**config.mk**
```make
export PLATFORM = sky130hd
export DESIGN_NAME = airc_ctl_flat
export DESIGN_NICKNAME = d
export VERILOG_FILES = /design/src/hw/airc_pkg.sv /design/src/hw/airc_if.sv /design/src/hw/airc_ctl.sv /design/src/flat_wrapper.sv
export SDC_FILE = /design/constraint.sdc
export NUM_CORES = 1
export LEC_CHECK = 0
export BUFFER_PORTS_ARGS = -buffer_cell sky130_fd_sc_hd__buf_2
export CAP_MARGIN = 20
export CELL_PAD_IN_SITES_DETAIL_PLACEMENT = 1
export CELL_PAD_IN_SITES_GLOBAL_PLACEMENT = 2
export CORE_ASPECT_RATIO = 0.9
export CORE_MARGIN = 5
export CORE_UTILIZATION = 33
export CTS_BUF_LIST = sky130_fd_sc_hd__clkbuf_8
export DETAILED_ROUTE_END_ITERATION = 8
export PLACE_DENSITY_LB_ADDON = 0.12
export SETUP_SLACK_MARGIN = 0.4
export SLEW_MARGIN = 30
export SYNTH_ARGS = -nofsm -noshare
export SYNTH_HDL_FRONTEND = slang
export SYNTH_SLANG_ARGS = --single-unit
```
**constraint.sdc**
```tcl
create_clock -name CLK -period 2.5 [get_ports CLK]
set_input_delay 0.5 -clock CLK [delete_from_list [all_inputs] [get_ports CLK]]
set_output_delay 0.5 -clock CLK [all_outputs]
set_load 0.01 [all_outputs]
```
**src/hw/airc_pkg.sv**
```systemverilog
// shared constants and types for converter control and its controller
package airc_pkg;
	localparam int CLK_MHZ = 20;
	localparam int STOP_WAIT_NS = 500;
	localparam int STOP_WAIT_CYC = (STOP_WAIT_NS * CLK_MHZ + 999) / 1000;
	localparam logic [3:0] STOP_WAIT_CNT = 4'(STOP_WAIT_CYC - 1);
	localparam logic [3:0] CONV_TICKS = 4'hf;
	// device register index on the link
	localparam logic [3:0] A_CSR = 4'h8;
	localparam logic [3:0] A_CFG = 4'h9;
	// conv_ctrl_status_reg fields
	localparam int CSR_FLAG = 15;
	localparam int CSR_IE = 14;
	localparam int CSR_ST = 13;
	localparam int CSR_MODE = 11;
	localparam int CSR_CH = 8;
	localparam logic [15:0] CSR_WMASK = 16'h7f00;
	localparam logic [15:0] CSR_RST = 16'h0000;
	// conv_config_reg fields
	localparam int CFG_CKS = 6;
	localparam int CFG_TRG = 3;
	localparam logic [15:0] CFG_WMASK = 16'h00f8;
	localparam logic [15:0] CFG_RST = 16'h0000;
	localparam logic [15:0] CFG_HALT = 16'h00c0;
	localparam logic [1:0] MODE_SINGLE = 2'h0;
	localparam logic [1:0] MODE_ONE = 2'h1;
	localparam logic [1:0] MODE_CONT = 2'h2;
	localparam logic [2:0] TRG_TMA = 3'h4;
	localparam logic [2:0] TRG_TMB = 3'h2;
	localparam logic [2:0] TRG_EXT = 3'h6;
	// controller register byte offsets
	localparam logic [7:0] R_CTRL = 8'h00;
	localparam logic [7:0] R_CMD = 8'h04;
	localparam logic [7:0] R_STAT = 8'h08;
	localparam logic [7:0] R_ISTAT = 8'h0c;
	localparam logic [7:0] R_ICLR = 8'h10;
	localparam logic [7:0] R_IEN = 8'h14;
	localparam logic [7:0] R_RES = 8'h20;
	localparam int CT_MODE = 0;
	localparam int CT_TRG = 2;
	localparam int CT_CKS = 5;
	localparam int CT_IE = 7;
	localparam int CT_CH = 8;
	localparam int IRQ_DONE = 0;
	localparam int IRQ_CONV = 1;
	localparam int IRQ_REJ = 2;
	localparam logic [1:0] RESP_OK = 2'h0;
	localparam logic [1:0] RESP_ERR = 2'h2;
	localparam logic [2:0] OP_WAKE = 3'h1;
	localparam logic [2:0] OP_START = 3'h2;
	localparam logic [2:0] OP_STOP = 3'h3;
	localparam logic [2:0] OP_MSTOP = 3'h4;
	localparam logic [2:0] OP_STBY = 3'h5;
	localparam logic [3:0] STEP_RES_SKIP = 4'h9;
	typedef enum logic [2:0] {
		D_IDLE = 3'b001,
		D_CONV = 3'b010,
		D_STOP = 3'b100
	} airc_dst_t;
	typedef enum logic [3:0] {
		C_IDLE = 4'b0001,
		C_ACC = 4'b0010,
		C_ACK = 4'b0100,
		C_WAIT = 4'b1000
	} airc_cst_t;
	typedef enum logic [2:0] {
		K_WR, K_RD, K_WAIT, K_MSTP, K_STBY, K_WAKE, K_END
	} airc_kind_t;
	typedef struct packed {
		airc_kind_t kind;
		logic [3:0] addr;
		logic [15:0] data;
	} airc_step_t;
endpackage

```
**src/hw/airc_if.sv**
```systemverilog
// register link between the controller and the converter control
`timescale 1ns/100ps
interface airc_if;
	logic req;
	logic we;
	logic [3:0] addr;
	logic [15:0] wdata;
	logic [15:0] rdata;
	logic ack;
	logic irq;
	logic mstp;
	logic stby;
	modport dev(input req, we, addr, wdata, mstp, stby,
		output ack, rdata, irq);
	modport ctl(output req, we, addr, wdata, mstp, stby,
		input ack, rdata, irq);
endinterface

```
**src/hw/airc_ctl.sv**
```systemverilog
// controller end: AXI4-Lite registers and safe command sequences
// Notes on behaviour
// - end of each sequence sets the flag
// - request only while flag and enable set
// - DMA request always, transfer request unit 0
// - halted after reset, registers blocked until cleared
// - software sets clock bits, clears start, triggers
// - one word dummy read, then module stop
// - standby with start set keeps inputs held
// - standby power cut uses module stop sequence
// - cleared start stops on converter clock tick
// - start reads all results first, skipped while flag set outside continuous
// - single or one-shot: clear flag, then start
// - start from software, two timers, external pin
// - continuous scan repeats from first channel
// - one-cycle scan clears start when done
`timescale 1ns/100ps
module airc_ctl (
	input wire logic CLK, // system clock
	input wire logic SRST, // synchronous reset, high
	airc_if.ctl bus, // register link to the converter
	input wire logic [7:0] AWADDR, // write address
	input wire logic AWVALID, // write address valid
	output logic AWREADY, // write address ready
	input wire logic [31:0] WDATA, // write data
	input wire logic [3:0] WSTRB, // write strobes, ignored
	input wire logic WVALID, // write data valid
	output logic WREADY, // write data ready
	output logic [1:0] BRESP, // write response
	output logic BVALID, // write response valid
	input wire logic BREADY, // write response ready
	input wire logic [7:0] ARADDR, // read address
	input wire logic ARVALID, // read address valid
	output logic ARREADY, // read address ready
	output logic [31:0] RDATA, // read data
	output logic [1:0] RRESP, // read response
	output logic RVALID, // read data valid
	input wire logic RREADY, // read data ready
	output logic IRQ // interrupt, level
);
	typedef struct packed {
		airc_pkg::airc_cst_t st;
		logic [10:0] ctrl;
		logic [2:0] op;
		logic [3:0] step;
		logic [3:0] cnt;
		logic req;
		logic we;
		logic [3:0] addr;
		logic [15:0] wdata;
		logic mstp;
		logic stby;
		logic [15:0] csr_last;
		logic [7:0][9:0] res;
		logic irq_prev;
		logic [2:0] istat;
		logic [2:0] ien;
		logic aw_ok;
		logic w_ok;
		logic [7:0] awaddr;
		logic [31:0] wd;
		logic bvalid;
		logic [1:0] bresp;
		logic rvalid;
		logic [31:0] rdata;
		logic [1:0] rresp;
	} airc_cstate_t;

	airc_cstate_t s;
	airc_cstate_t next_s;
	airc_pkg::airc_step_t sp;
	logic [15:0] csr_base;
	logic [15:0] cfg_val;
	logic flag_path;
	logic [7:0] ra;

	always_comb begin
		next_s = s;
		next_s.req = 1'b0;
		csr_base = {1'b1, s.ctrl[airc_pkg::CT_IE], 1'b0,
			s.ctrl[airc_pkg::CT_MODE +: 2], s.ctrl[airc_pkg::CT_CH +: 3],
			8'h00};
		cfg_val = {8'h00, s.ctrl[airc_pkg::CT_CKS +: 2],
			s.ctrl[airc_pkg::CT_TRG +: 3], 3'h0};
		sp = '{kind: airc_pkg::K_END, addr: 4'h0, data: 16'h0000};
		case (s.op)
			airc_pkg::OP_WAKE: case (s.step)
				4'h0: sp.kind = airc_pkg::K_WAKE;
				4'h1: sp = '{airc_pkg::K_WR, airc_pkg::A_CFG, cfg_val};
				4'h2: sp = '{airc_pkg::K_WR, airc_pkg::A_CSR, csr_base};
				default: sp.kind = airc_pkg::K_END;
			endcase
			airc_pkg::OP_START: begin
				if (s.step == 4'h0)
					sp = '{airc_pkg::K_RD, airc_pkg::A_CSR, 16'h0000};
				else if (s.step < step_skip())
					sp = '{airc_pkg::K_RD, s.step - 4'h1, 16'h0000};
				else if (s.step == step_skip())
					sp = '{airc_pkg::K_WR, airc_pkg::A_CSR,
						csr_base & 16'h7fff};
				else if (s.step == step_skip() + 4'h1)
					sp = '{airc_pkg::K_WR, airc_pkg::A_CSR,
						csr_base | 16'h2000};
			end
			airc_pkg::OP_STOP: case (s.step)
				4'h0: sp = '{airc_pkg::K_WR, airc_pkg::A_CSR, csr_base};
				4'h1: sp.kind = airc_pkg::K_WAIT;
				default: sp.kind = airc_pkg::K_END;
			endcase
			airc_pkg::OP_MSTOP, airc_pkg::OP_STBY: case (s.step)
				4'h0: sp = '{airc_pkg::K_WR, airc_pkg::A_CFG,
					airc_pkg::CFG_HALT};
				4'h1: sp = '{airc_pkg::K_WR, airc_pkg::A_CSR, csr_base};
				4'h2: sp.kind = airc_pkg::K_WAIT;
				4'h3: sp = '{airc_pkg::K_RD, 4'h0, 16'h0000};
				4'h4: sp.kind = (s.op == airc_pkg::OP_MSTOP) ?
					airc_pkg::K_MSTP : airc_pkg::K_STBY;
				default: sp.kind = airc_pkg::K_END;
			endcase
			default: sp.kind = airc_pkg::K_END;
		endcase
		flag_path = bus.rdata[airc_pkg::CSR_FLAG] &&
			(bus.rdata[airc_pkg::CSR_MODE +: 2] != airc_pkg::MODE_CONT);
		// command sequencer
		case (s.st)
			airc_pkg::C_IDLE: ;
			airc_pkg::C_ACC: begin
				next_s.step = s.step + 4'h1;
				case (sp.kind)
					airc_pkg::K_WR, airc_pkg::K_RD: begin
						next_s.req = 1'b1;
						next_s.we = (sp.kind == airc_pkg::K_WR);
						next_s.addr = sp.addr;
						next_s.wdata = sp.data;
						next_s.step = s.step;
						next_s.st = airc_pkg::C_ACK;
					end
					airc_pkg::K_WAIT: begin
						next_s.cnt = airc_pkg::STOP_WAIT_CNT;
						next_s.st = airc_pkg::C_WAIT;
					end
					airc_pkg::K_MSTP: next_s.mstp = 1'b1;
					airc_pkg::K_STBY: next_s.stby = 1'b1;
					airc_pkg::K_WAKE: begin
						next_s.mstp = 1'b0;
						next_s.stby = 1'b0;
					end
					default: begin
						next_s.st = airc_pkg::C_IDLE;
						next_s.istat[airc_pkg::IRQ_DONE] = 1'b1;
					end
				endcase
			end
			airc_pkg::C_ACK: begin
				if (bus.ack) begin
					next_s.st = airc_pkg::C_ACC;
					next_s.step = s.step + 4'h1;
					if (!s.we && s.addr == airc_pkg::A_CSR) begin
						next_s.csr_last = bus.rdata;
						if (s.op == airc_pkg::OP_START && flag_path)
							next_s.step = step_skip();
					end else if (!s.we && !s.addr[3]) begin
						next_s.res[s.addr[2:0]] = bus.rdata[9:0];
					end
				end
			end
			airc_pkg::C_WAIT: begin
				next_s.cnt = s.cnt - 4'h1;
				if (s.cnt == 4'h0)
					next_s.st = airc_pkg::C_ACC;
			end
			default: next_s.st = airc_pkg::C_IDLE;
		endcase
		// AXI4-Lite write channel
		if (AWVALID && !s.aw_ok) begin
			next_s.aw_ok = 1'b1;
			next_s.awaddr = AWADDR;
		end
		if (WVALID && !s.w_ok) begin
			next_s.w_ok = 1'b1;
			next_s.wd = WDATA;
		end
		if (s.bvalid && BREADY)
			next_s.bvalid = 1'b0;
		if (s.aw_ok && s.w_ok && !s.bvalid) begin
			next_s.aw_ok = 1'b0;
			next_s.w_ok = 1'b0;
			next_s.bvalid = 1'b1;
			next_s.bresp = airc_pkg::RESP_OK;
			case (s.awaddr)
				airc_pkg::R_CTRL: next_s.ctrl = s.wd[10:0];
				airc_pkg::R_CMD: begin
					if (s.st == airc_pkg::C_IDLE && s.wd[2:0] != 3'h0
						&& s.wd[2:0] <= airc_pkg::OP_STBY) begin
						next_s.op = s.wd[2:0];
						next_s.step = 4'h0;
						next_s.st = airc_pkg::C_ACC;
					end else begin
						next_s.istat[airc_pkg::IRQ_REJ] = 1'b1;
					end
				end
				airc_pkg::R_ICLR: next_s.istat = next_s.istat & ~s.wd[2:0];
				airc_pkg::R_IEN: next_s.ien = s.wd[2:0];
				default: next_s.bresp = airc_pkg::RESP_ERR;
			endcase
		end
		// events set after the clear so a same-cycle event survives
		next_s.irq_prev = bus.irq;
		if (bus.irq && !s.irq_prev)
			next_s.istat[airc_pkg::IRQ_CONV] = 1'b1;
		if (s.st == airc_pkg::C_ACC && sp.kind == airc_pkg::K_END)
			next_s.istat[airc_pkg::IRQ_DONE] = 1'b1;
		// AXI4-Lite read channel
		if (s.rvalid && RREADY)
			next_s.rvalid = 1'b0;
		ra = ARADDR;
		if (ARVALID && !s.rvalid) begin
			next_s.rvalid = 1'b1;
			next_s.rresp = airc_pkg::RESP_OK;
			next_s.rdata = 32'h0000_0000;
			if (ra[7:5] == airc_pkg::R_RES[7:5] && ra[1:0] == 2'h0)
				next_s.rdata = {22'h000000, s.res[ra[4:2]]};
			else case (ra)
				airc_pkg::R_CTRL: next_s.rdata = {21'h000000, s.ctrl};
				airc_pkg::R_STAT: next_s.rdata = {s.csr_last, 13'h0000,
					s.stby, s.mstp, s.st != airc_pkg::C_IDLE};
				airc_pkg::R_ISTAT: next_s.rdata = {29'h00000000, s.istat};
				airc_pkg::R_IEN: next_s.rdata = {29'h00000000, s.ien};
				default: next_s.rresp = airc_pkg::RESP_ERR;
			endcase
		end
	end

	function automatic logic [3:0] step_skip();
		return airc_pkg::STEP_RES_SKIP;
	endfunction

	always_ff @(posedge CLK) begin
		if (SRST) begin
			// converter starts halted
			s <= '{st: airc_pkg::C_IDLE, mstp: 1'b1, default: '0};
		end else begin
			s <= next_s;
		end
	end

	assign bus.req = s.req;
	assign bus.we = s.we;
	assign bus.addr = s.addr;
	assign bus.wdata = s.wdata;
	assign bus.mstp = s.mstp;
	assign bus.stby = s.stby;
	assign AWREADY = ~s.aw_ok;
	assign WREADY = ~s.w_ok;
	assign BVALID = s.bvalid;
	assign BRESP = s.bresp;
	assign ARREADY = ~s.rvalid;
	assign RVALID = s.rvalid;
	assign RDATA = s.rdata;
	assign RRESP = s.rresp;
	assign IRQ = |(s.istat & s.ien);
endmodule

```
**src/flat_wrapper.sv**
```systemverilog
// flat-port wrapper written by rule: the top's interface ports become plain ports
module airc_ctl_flat 
  (CLK, SRST, AWADDR, AWVALID, AWREADY, WDATA, WSTRB, WVALID, WREADY, BRESP, BVALID, BREADY, ARADDR, ARVALID, ARREADY, RDATA, RRESP, RVALID, RREADY, IRQ, bus_req, bus_we, bus_addr, bus_wdata, bus_mstp, bus_stby, bus_ack, bus_rdata, bus_irq);
  airc_if bus_i ();
  input wire logic CLK;
  input wire logic SRST;
  input wire logic [7:0] AWADDR;
  input wire logic AWVALID;
  output logic AWREADY;
  input wire logic [31:0] WDATA;
  input wire logic [3:0] WSTRB;
  input wire logic WVALID;
  output logic WREADY;
  output logic [1:0] BRESP;
  output logic BVALID;
  input wire logic BREADY;
  input wire logic [7:0] ARADDR;
  input wire logic ARVALID;
  output logic ARREADY;
  output logic [31:0] RDATA;
  output logic [1:0] RRESP;
  output logic RVALID;
  input wire logic RREADY;
  output logic IRQ;
  output wire logic [$bits(bus_i.req)-1:0] bus_req;
  output wire logic [$bits(bus_i.we)-1:0] bus_we;
  output wire logic [$bits(bus_i.addr)-1:0] bus_addr;
  output wire logic [$bits(bus_i.wdata)-1:0] bus_wdata;
  output wire logic [$bits(bus_i.mstp)-1:0] bus_mstp;
  output wire logic [$bits(bus_i.stby)-1:0] bus_stby;
  input wire logic [$bits(bus_i.ack)-1:0] bus_ack;
  input wire logic [$bits(bus_i.rdata)-1:0] bus_rdata;
  input wire logic [$bits(bus_i.irq)-1:0] bus_irq;
  assign bus_req = bus_i.req;
  assign bus_we = bus_i.we;
  assign bus_addr = bus_i.addr;
  assign bus_wdata = bus_i.wdata;
  assign bus_mstp = bus_i.mstp;
  assign bus_stby = bus_i.stby;
  assign bus_i.ack = bus_ack;
  assign bus_i.rdata = bus_rdata;
  assign bus_i.irq = bus_irq;
  airc_ctl u_core (.CLK(CLK), .SRST(SRST), .bus(bus_i), .AWADDR(AWADDR), .AWVALID(AWVALID), .AWREADY(AWREADY), .WDATA(WDATA), .WSTRB(WSTRB), .WVALID(WVALID), .WREADY(WREADY), .BRESP(BRESP), .BVALID(BVALID), .BREADY(BREADY), .ARADDR(ARADDR), .ARVALID(ARVALID), .ARREADY(ARREADY), .RDATA(RDATA), .RRESP(RRESP), .RVALID(RVALID), .RREADY(RREADY), .IRQ(IRQ));
endmodule
```
==> flow_metrics.tcl <==
set metrics [dict create \
    fin_crit_sh 0.947 \
    ant_nets 0 \
    vias_per_cell 5.03 \
    fin_nets 1232 \
    clock_path_buffers 3 \
    whs_path_depth 2 \
    tightestPinTransition_ns 0.667 \
    ys_warn_count 0 \
    place_congestion 0.772 \
    outcome "completed" \
    wl_per_cell_um 18.9 \
    synth_edf_count 0 \
    hpwlAfterDp_um 19700 \
    dp_cells 1443 \
    grt_pass1_vias 7982 \
    grt_max_degree 91 \
    synth_top_area_cell "dfxtp_1" \
    path_clk_slew_ns 0.06 \
    crit_fanout 8 \
    core_area_um2 28600 \
    cts_hold_buf 0 \
    drv_slew 0 \
    num_rows 59 \
    stdcell_area_um2 11800 \
    num_vias 7740 \
    synthArstFlopShare 0 \
    endpoint_kind "register" \
    ys_ff_latch 202 \
    initial_core_util 0.332 \
    critPathKind "register to register" \
    cts-root-buf "clkbuf_8" \
    synth_ff_type "dfxtp_1" \
    finalNonFillerCells 1539 \
    arrival_ns 2.79 \
    max-cap-violations 0 \
    grt_pass1_wl_um 45300 \
    synthCells 1032 \
    yosysSeqAreaShare 0.426 \
    cts_sinks 202 \
    area_growth_pct 24.4 \
    fmax_ghz 0.422 \
    slew_headroom 0.554 \
    synthTopCellsByArea "dfxtp_1, mux2i_1, nor2_1, mux4_2, buf_4" \
    layout_commonest_cell "dfxtp_1" \
    placed_area_um2 10500 \
    most-common-layout-cells "dfxtp_1, nor2_1, mux2i_1" \
    wirelength_um 29100 \
    syn_area_um2 9500 \
    max-vdd-ir-drop_v 0.000329 \
    drive_gt1_frac 0.299 \
    syn_avg_cell_area_um2 9.20 \
    fin_worst_skew_ns 0.0225 \
    setup_viol 0 \
    die_h_um 171 \
    clk_latency_ns 0.52 \
    first_pass_iters 7 \
    yosysTopAreaCellShare 0.426 \
    remaining_drc_errors 0 \
    reg2reg_slack_ns 0.13 \
    fin_crit_ns 2.37 \
    antenna_found_initial 0 \
    n_antenna_cell 0 \
    die_area_um2 32300 \
    required_ns 2.92 \
    synth_cell_types 71 \
    total_power_mw 6.76 \
    leakagePower_nw 4.53 \
    fin_tns_setup_ns 0 \
    rsz0062_at_grt "yes" \
    drt-initial-drc-count 314 \
    cts_tree "built" \
    start_kind "register" \
    globalRouteTotalUtil 0.176 \
    cts_buffers 38 \
    port_buffers 107 \
    htree_levels 2 \
    hold_violations 0 \
    cellPowerDensity_nw_per_um2 572 \
    ff2ff_path_depth 10 \
    overflow 0 \
    io_pins 143 \
    hold_path.class "input port to register" \
    die_w_um 189 \
]
-- layout make-up --
| cell class | count | area (um^2) |
|---|---|---|
| clock inverter | 20 | 109 |
| clock buffer | 44 | 606 |
| timing repair buffer | 197 | 1460 |
| tap | 366 | 458 |
| fill | 3297 | 16800 |
| sequential | 202 | 4060 |
| inverter | 15 | 61.3 |
| multi-input combinational | 695 | 5060 |
-- registers in the layout, indices dropped and copies added, names as in the netlist, 4 cells and up --
register	cells
u_core.RDATA	27
u_core.bus.wdata	13
u_core.csr_base	6
u_core.bus.addr	4
u_core.s	139
u_core.cfg_val	5
-- cell usage after synthesis, types with 3 or more instances --
master / number
a31oi_1: 5
ha_1: 6
or3_1: 4
nor2_1: 169
and2_1: 4
o221ai_1: 4
nand2b_1: 10
o21a_1: 3
and3b_1: 3
clkbuf_1: 46
mux4_2: 20
nand2_1: 74
nor4b_2: 3
nor3_1: 26
nand3_1: 8
inv_1: 15
a211oi_1: 18
nor3b_1: 3
buf_1: 9
nor4_1: 5
nand4_1: 12
nor2b_1: 17
mux2i_1: 118
buf_4: 59
o41ai_2: 3
dfxtp_1: 202
a21o_1: 5
a22oi_1: 20
nor2_4: 7
a22o_1: 3
o21ai_0: 26
and3_1: 5
buf_2: 14
a21oi_1: 59
-- stage by stage --
step | hold slack [ns] | worst slack (ns) | util
2_1_floorplan | 0.432 | 0.264 | -
3_3_place_gp | 0.439 | 0.0462 | 0.366
3_5_place_dp | 0.442 | 0.0136 | 0.366
4_1_cts | 0.135 | 0.182 | 0.398
5_1_grt | 0.158 | 0.0467 | 0.412
6_report | 0.170 | 0.132 | 0.412
-- repair_timing --
item / in CTS / in global routing
pin swaps: 4 / 23
buffers inserted: 14 / 16
setup endpoints to repair: 84 / 88
gates resized for setup: 26 / 59
gates cloned: 0 / 2
-- critical path, stage by stage (launching register included) --
cell and delay [ns]:
dfxtp_4 0.36, buf_6 0.11, ha_4 0.20, nor3_2 0.05, o211a_1 0.26, or4_4 0.55
nor3_4 0.21, buf_6 0.14, buf_12 0.11, a21boi_1 0.06, o21ba_2 0.19
-- cell families (layout without fill, tap and decap cells) --
| kind of cell | Yosys count | in the layout | share of synthesized area |
|---|---|---|---|
| xor+xnor | 3 | 3 | 0.00277 |
| buf+inv | 144 | 276 | 0.0829 |
| other cells | 1 | 10 | 0.000395 |
| simple gates | 368 | 368 | 0.189 |
| fa+ha+maj | 6 | 6 | 0.00790 |
| flops | 202 | 202 | 0.426 |
| compound gates | 168 | 168 | 0.117 |
| mux | 140 | 140 | 0.174 |
-- final timing paths --
kind                                       start                    to
worst max-delay path               u_core.s[212]  u_core.bus.wdata[13]
worst min register to register  u_core.RDATA[10]      u_core.RDATA[10]
worst min-delay path                      RREADY         u_core.RVALID
worst max register to register     u_core.s[212]  u_core.bus.wdata[13]
-- routing by layer --
layer / up-vias / wire [um] / global-route usage
met5: - / 0 / 0
met4: 0 / 410 / 0.0371
met3: 35 / 1210 / 0.0320
met2: 141 / 13000 / 0.276
met1: 3776 / 14500 / 0.254
li1: 3788 / - / -
-- power by group --
part           switching (mW)  leakage, nW  internal, mW  total (mW)
sequential             0.0327         1.64          3.26        3.29
clock                    1.39        0.428          1.70        3.08
combinational           0.245         2.46         0.141       0.386
(Power assumes the default switching activity.)
